## config.mk

```make
export PLATFORM = sky130hd
export DESIGN_NAME = ahi_top
export DESIGN_NICKNAME = d
export VERILOG_FILES = /design/src/ahi_pkg.sv /design/src/ahi_sync.sv /design/src/ahi_delay.sv /design/src/ahi_top.sv
export VERILOG_INCLUDE_DIRS = /design/src
export SDC_FILE = /design/constraint.sdc
export NUM_CORES = 1
export LEC_CHECK = 0
export ABC_AREA = 1
export BUFFER_PORTS_ARGS = -buffer_cell sky130_fd_sc_hd__buf_2
export CORE_MARGIN = 4
export CORE_UTILIZATION = 45
export DETAILED_ROUTE_END_ITERATION = 10
export GPL_ROUTABILITY_DRIVEN = 0
export GPL_TIMING_DRIVEN = 0
export PLACE_DENSITY = 0.69
export SYNTH_ARGS = -nofsm -noshare
export SYNTH_HDL_FRONTEND = slang
export SYNTH_SLANG_ARGS = --single-unit
```

## constraint.sdc

```tcl
create_clock -name SYS_CLK -period 3.6 [get_ports SYS_CLK]
set_clock_uncertainty 0.1 [all_clocks]
set_input_delay 0.36 -clock SYS_CLK [delete_from_list [all_inputs] [get_ports SYS_CLK]]
set_output_delay 0.36 -clock SYS_CLK [all_outputs]
set_load 0.05 [all_outputs]
```

## src/ahi_cfg.svh

```systemverilog
`ifndef AHI_CFG_SVH
`define AHI_CFG_SVH

// ==========================================================
// Widths
`define AHI_DATA_W 12
`define AHI_CTRL_W 6
`define AHI_SO_W 16

// ==========================================================
// Control register fields (bit 0 is the LSB)
`define AHI_CTRL_RESET 6'h00
`define AHI_BIT_CODING 0
`define AHI_BIT_STANDBY 1
`define AHI_BIT_SOFT_CONVERT_START 2
`define AHI_BIT_CHAN0 3
`define AHI_BIT_CHAN1 4
`define AHI_BIT_CHAN2 5

// ==========================================================
// Data line positions, parallel write
`define AHI_PIN_CHAN0 8
`define AHI_PIN_CHAN1 7
`define AHI_PIN_CHAN2 6
`define AHI_PIN_SOFT_CONVERT_START 9
`define AHI_PIN_STANDBY 10
`define AHI_PIN_CODING 11

// ==========================================================
// Data line positions, serial mode
`define AHI_PIN_SCLK 5
`define AHI_PIN_TFS 2
`define AHI_PIN_RFS 3
`define AHI_PIN_SDI 4
`define AHI_PIN_SDO 6

// ==========================================================
// Counts
`define AHI_SI_LAST 3'h5
`define AHI_SO_LAST 5'h10

// ==========================================================
// Timing
`define AHI_CLK_PERIOD_NS 50
`define AHI_ACQ_TIME_NS 500
`define AHI_ACQ_CYCLES ((`AHI_ACQ_TIME_NS + `AHI_CLK_PERIOD_NS - 1) / `AHI_CLK_PERIOD_NS)

`endif

```

## src/ahi_pkg.sv

```systemverilog
`default_nettype none

package ahi_pkg;

  // ==========================================================
  // Serial write states, Gray along idle-shift-done
  typedef enum logic [1:0] {
    SI_IDLE = 2'h0,
    SI_SHIFT = 2'h1,
    SI_DONE = 2'h3
  } ahi_si_state_type;

endpackage : ahi_pkg

`default_nettype wire

```

## src/ahi_sync.sv

```systemverilog
`timescale 1ns/1ns
`default_nettype none

module ahi_sync #(
  parameter int W = 1,
  parameter logic [W-1:0] INIT = '0
) (
  input wire logic clk,
  input wire logic rst,
  input wire logic [W-1:0] d,
  output logic [W-1:0] q
);

  logic [W-1:0] meta;

  // ==========================================================
  // Two stages; only the second is read
  always_ff @(posedge clk) begin
    if (rst) begin
      meta <= INIT;
      q <= INIT;
    end else begin
      meta <= d;
      q <= meta;
    end
  end

endmodule : ahi_sync

`default_nettype wire

```

## src/ahi_delay.sv

```systemverilog
`timescale 1ns/1ns
`default_nettype none
`include "ahi_cfg.svh"

module ahi_delay
  import ahi_pkg::*;
#(
  parameter int ACQ_CYCLES = `AHI_ACQ_CYCLES
) (
  input wire logic clk,
  input wire logic rst,
  input wire logic soft_req,
  input wire logic hard_req,
  input wire logic conv_busy,
  output logic hold_start,
  output logic delay_active
);

  localparam logic [11:0] LAST = 12'(ACQ_CYCLES - 1);

  logic [11:0] cnt;

  // ==========================================================
  // Acquisition delay for soft starts, then hold and convert; hard starts hold at once
  always_ff @(posedge clk) begin
    if (rst) begin
      cnt <= 12'h000;
      delay_active <= 1'b0;
      hold_start <= 1'b0;
    end else begin
      hold_start <= 1'b0;
      if (delay_active) begin
        if (cnt == LAST) begin
          delay_active <= 1'b0;
          hold_start <= 1'b1;
        end else begin
          cnt <= cnt + 12'h001;
        end
      end else if (!conv_busy && !hold_start) begin // Busy drops requests
        if (soft_req) begin
          delay_active <= 1'b1;
          cnt <= 12'h000;
        end else if (hard_req) begin
          hold_start <= 1'b1;
        end
      end
    end
  end

endmodule : ahi_delay

`default_nettype wire

```

## src/ahi_top.sv

```systemverilog
`timescale 1ns/1ns
`default_nettype none
`include "ahi_cfg.svh"

module ahi_top
  import ahi_pkg::*;
#(
  parameter int ACQ_CYCLES = `AHI_ACQ_CYCLES
) (
  input wire logic SYS_CLK,
  input wire logic SYS_RST,
  input wire logic MODE_SEL,
  input wire logic CS_N,
  input wire logic RD_N,
  input wire logic WR_N,
  input wire logic CONVERT_START_N,
  input wire logic [`AHI_DATA_W-1:0] DATA_IN,
  output logic [`AHI_DATA_W-1:0] DATA_OUT,
  output logic [`AHI_DATA_W-1:0] DATA_OE,
  input wire logic [`AHI_DATA_W-1:0] CONV_RESULT,
  input wire logic CONV_BUSY,
  output logic HOLD_START,
  output logic DELAY_ACTIVE,
  output logic STANDBY,
  output logic OUTPUT_CODING,
  output logic [2:0] CHAN_SEL,
  output logic [3:0] CHANNEL_NUM
);

  // ==========================================================
  // Helpers
  function automatic logic [`AHI_DATA_W-1:0] ahi_code(
    input logic [`AHI_DATA_W-1:0] r,
    input logic twos
  );
    ahi_code = twos ? {~r[`AHI_DATA_W-1], r[`AHI_DATA_W-2:0]} : r;
  endfunction : ahi_code

  function automatic logic [`AHI_CTRL_W-1:0] ahi_pick(input logic [`AHI_DATA_W-1:0] d);
    logic [`AHI_CTRL_W-1:0] c;
    c = `AHI_CTRL_RESET;
    c[`AHI_BIT_CODING] = d[`AHI_PIN_CODING];
    c[`AHI_BIT_STANDBY] = d[`AHI_PIN_STANDBY];
    c[`AHI_BIT_SOFT_CONVERT_START] = d[`AHI_PIN_SOFT_CONVERT_START];
    c[`AHI_BIT_CHAN0] = d[`AHI_PIN_CHAN0];
    c[`AHI_BIT_CHAN1] = d[`AHI_PIN_CHAN1];
    c[`AHI_BIT_CHAN2] = d[`AHI_PIN_CHAN2];
    ahi_pick = c;
  endfunction : ahi_pick

  // ==========================================================
  // Pin synchronisers
  logic [`AHI_DATA_W-1:0] data_s;
  logic [4:0] pins_s;
  logic par;
  logic cs_n;
  logic rd_n;
  logic wr_n;
  logic cnv_n;

  ahi_sync #(.W(`AHI_DATA_W), .INIT(12'hfff)) u_data_sync (
    .clk(SYS_CLK),
    .rst(SYS_RST),
    .d(DATA_IN),
    .q(data_s)
  );

  ahi_sync #(.W(5), .INIT(5'h1f)) u_pin_sync (
    .clk(SYS_CLK),
    .rst(SYS_RST),
    .d({MODE_SEL, CS_N, RD_N, WR_N, CONVERT_START_N}),
    .q(pins_s)
  );

  assign par = pins_s[4];
  assign cs_n = pins_s[3];
  assign rd_n = pins_s[2];
  assign wr_n = pins_s[1];
  assign cnv_n = pins_s[0];

  logic sclk;
  logic tfs_n;
  logic rfs_n;
  logic sdi;
  assign sclk = data_s[`AHI_PIN_SCLK];
  assign tfs_n = data_s[`AHI_PIN_TFS];
  assign rfs_n = data_s[`AHI_PIN_RFS];
  assign sdi = data_s[`AHI_PIN_SDI];

  // ==========================================================
  // Edge detection on synchronised levels
  logic sclk_q;
  logic tfs_q;
  logic rfs_q;
  logic wr_q;
  logic cnv_q;

  always_ff @(posedge SYS_CLK) begin
    if (SYS_RST) begin
      sclk_q <= 1'b1; // Matches idle-high sync value, no false edge
      tfs_q <= 1'b1;
      rfs_q <= 1'b1;
      wr_q <= 1'b1;
      cnv_q <= 1'b1;
    end else begin
      sclk_q <= sclk;
      tfs_q <= tfs_n;
      rfs_q <= rfs_n;
      wr_q <= wr_n;
      cnv_q <= cnv_n;
    end
  end

  logic sclk_fall;
  logic sclk_rise;
  logic tfs_fall;
  logic tfs_rise;
  logic rfs_fall;
  logic wr_rise;
  logic cnv_rise;
  assign sclk_fall = sclk_q & ~sclk;
  assign sclk_rise = ~sclk_q & sclk;
  assign tfs_fall = tfs_q & ~tfs_n;
  assign tfs_rise = ~tfs_q & tfs_n;
  assign rfs_fall = rfs_q & ~rfs_n;
  assign wr_rise = ~wr_q & wr_n;
  assign cnv_rise = ~cnv_q & cnv_n;

  // ==========================================================
  // Parallel write capture
  logic [`AHI_CTRL_W-1:0] wr_cap;
  logic wr_armed;
  logic par_commit;

  always_ff @(posedge SYS_CLK) begin
    if (SYS_RST) begin
      wr_cap <= `AHI_CTRL_RESET;
      wr_armed <= 1'b0;
    end else if (par && !cs_n && !wr_n) begin
      wr_cap <= ahi_pick(data_s); // Track data until the strobe rises
      wr_armed <= 1'b1;
    end else if (wr_rise || !par) begin
      wr_armed <= 1'b0;
    end
  end

  assign par_commit = par & wr_armed & wr_rise;

  // ==========================================================
  // Serial write
  ahi_si_state_type si_state;
  logic [2:0] si_cnt;
  logic [`AHI_CTRL_W-2:0] si_sh;
  logic ser_commit;
  logic ser_abort;
  logic [`AHI_CTRL_W-1:0] ser_word;

  assign ser_word = {si_sh, sdi}; // First bit lands in the MSB
  assign ser_commit = (si_state == SI_SHIFT) & ~tfs_rise & sclk_fall
                    & (si_cnt == `AHI_SI_LAST);
  assign ser_abort = (si_state == SI_SHIFT) & tfs_rise;

  always_ff @(posedge SYS_CLK) begin
    if (SYS_RST || par) begin
      si_state <= SI_IDLE;
      si_cnt <= 3'h0;
      si_sh <= '0;
    end else begin
      case (si_state)
        SI_IDLE: begin
          if (tfs_fall) begin
            si_state <= SI_SHIFT;
            si_cnt <= 3'h0;
          end
        end
        SI_SHIFT: begin
          if (tfs_rise) begin
            si_state <= SI_IDLE; // Short frame is dropped
          end else if (sclk_fall) begin
            si_sh <= ser_word[`AHI_CTRL_W-2:0];
            si_cnt <= si_cnt + 3'h1;
            if (si_cnt == `AHI_SI_LAST) begin
              si_state <= SI_DONE;
            end
          end
        end
        SI_DONE: begin
          if (tfs_rise) begin // Extra bits ignored meanwhile
            si_state <= SI_IDLE;
          end
        end
        default: begin
          si_state <= SI_IDLE;
        end
      endcase
    end
  end

  // ==========================================================
  // Control register
  logic [`AHI_CTRL_W-1:0] ctrl;

  always_ff @(posedge SYS_CLK) begin
    if (SYS_RST) begin
      ctrl <= `AHI_CTRL_RESET;
    end else if (par_commit) begin
      ctrl <= wr_cap;
    end else if (ser_commit) begin
      ctrl <= ser_word;
    end
  end

  always_ff @(posedge SYS_CLK) begin
    if (SYS_RST) begin
      STANDBY <= 1'b0;
      OUTPUT_CODING <= 1'b0;
      CHAN_SEL <= 3'h0;
      CHANNEL_NUM <= 4'h1;
    end else begin
      STANDBY <= ctrl[`AHI_BIT_STANDBY];
      OUTPUT_CODING <= ctrl[`AHI_BIT_CODING];
      CHAN_SEL <= ctrl[`AHI_BIT_CHAN2:`AHI_BIT_CHAN0];
      CHANNEL_NUM <= {1'b0, ctrl[`AHI_BIT_CHAN2:`AHI_BIT_CHAN0]} + 4'h1;
    end
  end

  // ==========================================================
  // Conversion starts
  logic soft_req;
  logic hard_req;

  // A write with the bit set retriggers even if already set, unless busy or a delay is running
  assign soft_req = (par_commit & wr_cap[`AHI_BIT_SOFT_CONVERT_START])
                  | (ser_commit & ser_word[`AHI_BIT_SOFT_CONVERT_START])
                  | (ser_abort & ctrl[`AHI_BIT_SOFT_CONVERT_START]);
  assign hard_req = cnv_rise & ~ctrl[`AHI_BIT_SOFT_CONVERT_START];

  ahi_delay #(.ACQ_CYCLES(ACQ_CYCLES)) u_delay (
    .clk(SYS_CLK),
    .rst(SYS_RST),
    .soft_req(soft_req),
    .hard_req(hard_req),
    .conv_busy(CONV_BUSY),
    .hold_start(HOLD_START),
    .delay_active(DELAY_ACTIVE)
  );

  // ==========================================================
  // Serial read
  logic [`AHI_SO_W-1:0] so_sh;
  logic [4:0] so_cnt;
  logic [`AHI_DATA_W-1:0] coded;

  assign coded = ahi_code(CONV_RESULT, ctrl[`AHI_BIT_CODING]);

  always_ff @(posedge SYS_CLK) begin
    if (SYS_RST || par) begin
      so_sh <= '0;
      so_cnt <= 5'h0;
    end else if (rfs_fall) begin
      so_sh <= {ctrl[`AHI_BIT_CODING], ctrl[`AHI_BIT_CHAN2:`AHI_BIT_CHAN0], coded};
      so_cnt <= 5'h0;
    end else if (!rfs_n && sclk_fall && so_cnt != `AHI_SO_LAST) begin
      so_cnt <= so_cnt + 5'h1;
    end else if (!rfs_n && sclk_rise && so_cnt != 5'h0 && so_cnt != `AHI_SO_LAST) begin
      so_sh <= {so_sh[`AHI_SO_W-2:0], 1'b0}; // Change on rise, sampled on fall
    end
  end

  // ==========================================================
  // Pin drivers
  always_ff @(posedge SYS_CLK) begin
    if (SYS_RST) begin
      DATA_OUT <= '0;
      DATA_OE <= '0;
    end else if (par) begin
      DATA_OUT <= coded;
      DATA_OE <= (!cs_n && !rd_n) ? '1 : '0;
    end else begin
      DATA_OUT <= '0;
      DATA_OUT[`AHI_PIN_SDO] <= so_sh[`AHI_SO_W-1];
      DATA_OE <= '0;
      DATA_OE[`AHI_PIN_SDO] <= ~rfs_n;
    end
  end

endmodule : ahi_top

`default_nettype wire

```

* Word-level counts from Yosys, hierarchy flattened
Cells that the tools add are included.
** Word-level totals
- Register bits after elaboration :: 130
- Input bits :: 32
- Logic and storage cells :: 142
** Cells by class
- $add $sub $neg :: 4
- Equality and inequality tests :: 13
- Mux-type cells :: 34
- Bitwise operators :: 30
- Reduce and logical (&&, ||, !) cells :: 33
** Operator list (number)
- 2-to-1 mux 12 bit :: 6
- 2-to-1 mux 16 bit :: 3
- AND 1 bit :: 17
- 2-to-1 mux 7 bit :: 2
- adder 12 x 1 -> 12 bit, second input constant :: 1
- equality test 12 x 4 -> 1 bit, second input constant :: 1
- 2-to-1 mux 6 bit :: 2
- != test 2 bit, second input constant :: 6
- nonzero test 2 bit :: 6
- 2-to-1 mux 1 bit :: 11
- NOT 1 bit :: 11
- 2-to-1 mux 2 bit :: 5
- logical AND 1 bit :: 9
- 2-to-1 mux 3 bit :: 3
- AND reduction 4 bit :: 2
- zero test 1 bit :: 7
- case mux 2 bit (3 select lines) :: 1
- case mux 3 bit (2 select lines) :: 1
- AND reduction 3 bit :: 2
- adder 5 x 1 -> 5 bit, second input constant :: 1
- != test 5 bit, second input constant :: 1
- nonzero test 5 bit :: 1
- adder 3 x 1 -> 4 bit, second input constant :: 1
- OR reduction 2 bit :: 2
- other kinds (10) :: 12

* Longest topological paths before layout
Gate-level depths: netlist of run 1.
- Word-level depth :: 12
- Depth in mapped cells :: 11
- Depth with buffers taken out :: 11

* Modules after synthesis
From an unflattened synthesis of run 1, not the netlist that was laid out.
** Second synthesis, totals
- Cell total of the unflattened synthesis :: 647
- Area, all modules :: 5041.1 sq um
** Modules (own cells, without submodules)
- ahi_top :: instances 1, cells an instance 406, area an instance 3145.5 sq um, seq. area each 1441.4 sq um
- ahi_delay :: instances 1, cells an instance 135, area an instance 927.1 sq um, seq. area each 280.3 sq um
- ahi_sync (u_data_sync) :: instances 1, cells an instance 75, area an instance 689.4 sq um, seq. area each 480.5 sq um
- ahi_sync (u_pin_sync) :: instances 1, cells an instance 31, area an instance 279.0 sq um, seq. area each 200.2 sq um

* Worst setup path before layout of run 1
Ideal clock, no wire load.
- Path kind :: register -> register
- From :: register u_delay.delay_active
- To :: register u_delay.cnt[6]
- Data arrival time :: 1403 ps
- Data required time :: 3429 ps
- Setup slack :: 2027 ps
- Stages on the path, launching flop included :: 8
- Path buffers :: 1
- Period minus slack after synthesis :: 1573 ps
- Path through :: dfxtp_1 buf_6 inv_2 nand2_1 inv_1 nand2_1 nand3_1 a21oi_1
** On the way
- Longest elaborated chain between the ends :: 2
- Elaborated cells between the ends (all ways) :: 5
- Classes of those cells :: 1 x eq/ne; 1 x mux; 3 x reduce/logical
** RTL lines
- start: declaration :: line ahi_delay.sv:16 : output logic delay_active
- start signal: assignment :: line ahi_delay.sv:28 : delay_active <= 1'b0;
- start signal: assignment :: line ahi_delay.sv:34 : delay_active <= 1'b0;
- start signal: assignment :: line ahi_delay.sv:41 : delay_active <= 1'b1;
- != test 2 bit (no line) or nonzero test 2 bit (tied branches)
- AND reduction 3 bit (no line)
- end signal: assignment :: line ahi_delay.sv:37 : cnt <= cnt + 12'h001;
- end: declaration :: line ahi_delay.sv:21 : logic [11:0] cnt;
Parallel ways exist; a longest one is shown, timed or not.
A chain may end at the register's enable or synchronous reset.

==> results of run 1 <==
-- worst min-delay path: cells and delay by family --
family                 cells  cell delay (ns)
XOR/XNOR                   1             0.08
buffers and inverters      2             0.15
AND/OR/NAND/NOR            1             0.04
-- final timing paths --
kind / from / to / depth (start not counted)
hold / removal: CONV_RESULT[11] / DATA_OUT[11] / 4
setup reg to reg: so_cnt[0] / so_sh[3] / 9
hold reg to reg: u_data_sync.meta[7] / u_data_sync.q[7] / 1
setup / recovery: DATA_OE[10] / DATA_OE[8] / 2
-- sequential cells by signal, indices dropped and copies added (netlist names), 6 cells and up --
signal / flops
DATA_OUT: 12
ctrl: 6
so_sh: 16
u_data_sync.meta: 10
u_data_sync.q: 10
u_delay.cnt: 12
wr_cap: 6
-- cells in the mapped netlist (2+ instances only) --
cell,number,share of area
dfxtp_1,116,0.51
nand2_1,73,0.060
nor2_1,63,0.052
inv_1,56,0.046
nand3_1,39,0.043
a21oi_1,34,0.037
or2_2,31,0.042
o21ai_0,27,0.030
inv_2,13,0.011
nor3_1,12,0.013
o21ai_1,11,0.012
buf_4,10,0.016
clkbuf_1,10,0.0082
a31oi_1,7,0.0096
ha_1,7,0.019
buf_2,6,0.0066
nand4_1,5,0.0068
nor2_4,5,0.012
a211oi_1,4,0.0066
nor2_2,4,0.0055
nand2_4,3,0.0074
buf_6,2,0.0049
nand2_2,2,0.0027
nand3b_1,2,0.0033
nand4_2,2,0.0055
nor3_2,2,0.0044
nor4_1,2,0.0027
xor2_1,2,0.0038
-- stage by stage --
step	area, µm²	setup slack (ns)
2_1_floorplan	4571	2.027
3_3_place_gp	5057	1.921
3_5_place_dp	5057	1.895
4_1_cts	5932	1.662
5_1_grt	5932	1.584
6_report	5932	1.700
-- layer usage --
layer	global-route usage	share of wire	vias up
met5	0	0	-
met4	0.05951	0.0094	0
met3	0.05388	0.045	9
met2	0.3076	0.49	87
met1	0.2103	0.46	1723
li1	-	-	2011
-- kinds of logic after synthesis --
logic type / synth area share
adders and majority gates: 0.01916
DFF: 0.5081
AOI/OAI and AO/OA: 0.1016
xor gates and xnor gates: 0.005750
and+or+nand+nor: 0.2718
buffers and inverters: 0.09362
-- power by group through the flow --
| stage | sequential (µW) | combinational [µW] | clock, µW |
|---|---|---|---|
| floorplan | 1370 | 57.7 | 0 |
| global placement | 1350 | 127 | 0 |
| detailed placement | 1350 | 129 | 0 |
| CTS | 1320 | 151 | 1740 |
| global route | 1320 | 166 | 1800 |
| finish | 1320 | 150 | 1700 |
-- area by class of cell --
cell class / count / share of cell area
Tap cell: 133 / 0.02805
Multi-Input combinational cell: 346 / 0.3069
Clock inverter: 13 / 0.02911
Clock buffer: 19 / 0.07446
Inverter: 69 / 0.04366
Sequential cell: 116 / 0.3915
Buffer: 29 / 0.02848
Timing Repair Buffer: 90 / 0.09787
==> impl_metrics.yaml, run 1 <==
layout:
  final_cell_mix: "dfxtp_1, nand2_1, buf_2"
  drive_gt1_frac: 0.2610
  fillers: 869
  layout_commonest_cell: "dfxtp_1"
  utilization: 0.6041
  stdcell_count: 815
  multi_input_area_um2: 1821
  n_antenna_cell: 0
  seqCellArea_um2: 2322
  fin_nets: 708
  syn_to_final_growth_pct: 29.78
clock_network:
  cts_root_buffer: "clkbuf_8"
  clk-insertion-delay-late_ns: 0.51
  cts_buffer_depth: 2
  clock-sinks: 116
  hold_buffers: 26
  h-tree-depth: 4
  cts_resized: 0
  numCtsBuffers: 17
  cts_setup_buffers: 0
  cts_tree: "yes"
  path_clk_slew_ns: 0.06
detailed_routing:
  drc: 0
  ant_nets: 0
  routed_wl_um: 9534
  vias: 3830
  first_pass_iters: 5
  avgRoutedWirePerCell_um: 11.70
  first_iter_violations: 219
  vias_per_cell: 4.699
place:
  port_buffers: 64
  dp_cells: 757
  dpl.hpwl_um: 6631
die:
  pin_count: 67
  die_x_um: 108.8
  dieArea_um2: 11830
  rows: 36
  die_height_um: 108.8
  start_util: 0.4655
  core-area_um2: 9819
synthesis:
  syn_avg_cell_area_um2: 8.162
  synthDistinctLibCells: 38
  synthesis.nets: 599
  synth-seq-cells: 116
  synth-edff-count: 0
  synth.yosys.seq_area_share: 0.5081
  syn_area_um2: 4571
  synthArstFlopShare: 0
  yosys_warnings: 0
  synthFlopType: "dfxtp_1"
  syn_inst: 560
worst_setup_path:
  worst-path-buf-inv: 2
  path_delay_family: "flip-flops"
  crit_required_ns: 3.14
  critPathArrivalTime_ns: 1.44
  crit_slowest_cell: "dfxtp_1"
  cpPeakStageDelay_ns: 0.51
  cp_cell_sequence: "buf_4 -> buf_2"
  cp-start-kind: "register"
  worstPathMaxFanout: 11
  critPathKind: "register to output pin"
  r2r_setup_slack_ns: 1.88
  crit_path_end_kind: "output pin"
power_and_ir_drop:
  swShare: 0.2189
  clkPwrFrac: 0.536
  p_per_area_nw_per_um2: 533.6
  p_leak_uw: 0.002578
  p_sw_uw: 692.9
  p_comb_frac: 0.047
  power_frac_seq: 0.417
  power.total_uw: 3165
  max-vdd-ir-drop_mv: 0.3151
  p_int_uw: 2472
grt:
  grt_pass1_wl_um: 16530
  grt_max_degree: 17
  grt_overflow: 0
  grt_usage: 0.1779
  grt_pass1_vias: 3706
  antenna_found_initial: 0
timing:
  final_max_slew_viol_count: 0
  fin_crit_sh: 0.5276
  finalSetupViolations: 0
  fmax_ghz: 0.5264
  finalSetupTns_ns: 0
  rsz0062_at_grt: "false"
  finalHoldViolations: 0
  whs_ns: 0.05958
  min_period_ns: 1.900
  tightest_slew_ns: 0.6065
  slew_headroom: 0.5957
flow_run:
  drv_cap: 0
worst_hold_path:
  hp-class: "input port to register"
status:
  status: "finished, final reports clean"
(Power assumes the default switching activity.)
==> inputs of run 2 (changes only) <==
- PLACE_DENSITY: 0.69 -> 0.72
- clock period: 3.6 -> 1.7 ns (I/O delays scaled with it)
==> run 2 against run 1 <==
  * Non-clock buffer count increased by 3
  * Sequential share of layout area decreased by 0.14 points
  * Register-to-register slack got worse by 1.8 ns
  * Critical path depth increased by 7
  * First-iteration DRC count decreased by 4.1%
  * Flip-flop and latch count unchanged
  * Sequential power increased by 110%
  * Combinational power increased by 120%
  * Clock power increased by 96%
  * Utilization increased by 0.32 points
  * Via count increased by 3.1%
  * Largest cell class unchanged
  * Highest routed layer unchanged
==> impl_metrics.yaml, run 2 (synthesized netlist as in run 1, its figures left out) <==
flow_run:
  drv_cap: 0
layout:
  stdcell_count: 818
  max_flop_register: "so_sh"
  n_antenna_cell: 0
  largest_reg_flops: 16
  drive_gt1_frac: 0.2715
  seqCellArea_um2: 2326
  fin_nets: 711
  syn_to_final_growth_pct: 30.47
  layout_commonest_cell: "dfxtp_1"
  multi_input_area_um2: 1861
  final_area_um2: 5963
  reg.largest.list: "so_sh: 16 flops, DATA_OUT: 12 flops, u_delay.cnt: 12 flops"
  final_cell_mix: "dfxtp_1, nand2_1, buf_2"
  fillers: 840
timing:
  tightest_slew_ns: 0.6191
  fmax_ghz: 0.6107
  finalSetupTns_ns: 0
  final_max_slew_viol_count: 0
  rsz0062_at_grt: "true"
  fin_crit_sh: 0.9632
  slew_headroom: 0.5872
  min_period_ns: 1.637
  finalHoldViolations: 0
  finalSetupViolations: 0
place:
  dp_cells: 757
  place_area_um2: 5057
  port_buffers: 64
  dpl.hpwl_um: 6751
worst_setup_path:
  crit_start: "so_cnt[0]"
  worstPathMaxFanout: 10
  cp-start-kind: "register"
  critPathArrivalTime_ns: 1.92
  crit_path_end_kind: "register"
  crit_required_ns: 1.98
  r2r_start: "so_cnt[0]"
  critPathKind: "register to register"
clock_network:
  numCtsBuffers: 17
  cts_tree: "yes"
  clock-sinks: 116
  clk-insertion-delay-late_ns: 0.52
  path_clk_slew_ns: 0.06
  cts_buffer_depth: 2
  cts_root_buffer: "clkbuf_8"
  h-tree-depth: 4
grt:
  antenna_found_initial: 0
  grt_max_degree: 17
  grt_pass1_vias: 3900
  grt_overflow: 0
  grt_pass1_wl_um: 17020
  grt_usage: 0.1829
worst_hold_path:
  hp-class: "input port to register"
  hold_path.startpoint: "CONV_BUSY"
power_and_ir_drop:
  max-vdd-ir-drop_mv: 0.5627
  p_comb_frac: 0.051
  p_per_area_nw_per_um2: 1083
  p_leak_uw: 0.002580
  p_sw_uw: 1432
  power_frac_seq: 0.433
  power.total_uw: 6459
  clkPwrFrac: 0.517
  swShare: 0.2217
  p_int_uw: 5027
detailed_routing:
  vias: 3950
  routed_wl_um: 10100
  drc: 0
  ant_nets: 0
  first_pass_iters: 4
  avgRoutedWirePerCell_um: 12.35
  first_iter_violations: 210
  vias_per_cell: 4.829
die:
  rows: 36
  die_x_um: 108.8
  core-area_um2: 9819
  pin_count: 67
  die_height_um: 108.8
  dieArea_um2: 11830
  start_util: 0.4655
status:
  status: "finished, final reports clean"
## run 2: changes by cell type in the layout (fill, tap and decap cells not counted), moves of 2 or more
cell | before | now
clkinv_4 | 4 | 2
dfxtp_2 | 0 | 3
nor2_4 | 5 | 7
inv_6 | 4 | 1
nand2_1 | 73 | 71
clkinv_2 | 1 | 3
dfxtp_1 | 116 | 113
dlygate4sd3_1 | 26 | 28
nand2_2 | 2 | 4
clkinvlp_4 | 1 | 4
nor2_1 | 63 | 61
## run 2: worst max-delay path, cell delays in order (launching register included)
cell and delay, ns:
dfxtp_1 0.34, inv_1 0.09, ha_1 0.22, nand3_1 0.13, nand4_4 0.14, nand2_2 0.11, buf_6 0.15, o21ai_1 0.06
a21oi_1 0.12, nor2_1 0.05
## run 2: metrics by stage
step | util | hold slack [ns] | setup slack [ns]
after CTS | 0.6017 | 0.06304 | 0.008234
final | 0.6073 | 0.07770 | 0.06255
after global placement | 0.5150 | 0.2523 | 0.02701
after global routing | 0.6073 | 0.1115 | -0.03743
after detailed placement | 0.5150 | 0.2536 | -0.03208
after floorplan | - | 0.1738 | 0.1268
## run 2: timing repair
action,4_1_cts,5_1_grt
setup endpoints to repair,12,27
setup buffers,0,1
resized for setup,2,15
endpoints found under the hold margin,44,0
hold buffers,28,0
## run 2: area by class of cell
class / count / share of cell area
clock buffers: 20 / 0.07302
flip-flops and latches: 116 / 0.3901
plain buffers: 29 / 0.02958
inverters: 69 / 0.04343
clock inverters: 12 / 0.02203
well taps: 133 / 0.02791
repair buffers: 93 / 0.1020
multi-input cells: 346 / 0.3120
## run 2: final timing paths
check | end | slack, ns | depth (start not counted)
max | so_sh[3] | 0.06 | 9
min | u_delay.hold_start | 0.08 | 6
max reg2reg | so_sh[3] | 0.06 | 9
min reg2reg | u_data_sync.q[7] | 0.31 | 1
## run 2: metal layers
layer  GRT usage  up-vias  share of wire
li1            -     2021              -
met1      0.2024     1807           0.41
met2      0.3301      109           0.51
met3     0.05210       13          0.059
met4     0.07124        0          0.012
met5           0        -              0
## run 2: power groups by stage
stage	clock network, µW	logic, µW	registers [µW]
floorplan	0	122	2910
global placement	0	268	2850
detailed placement	0	272	2850
CTS	3380	323	2790
global route	3520	359	2800
finish	3340	328	2790
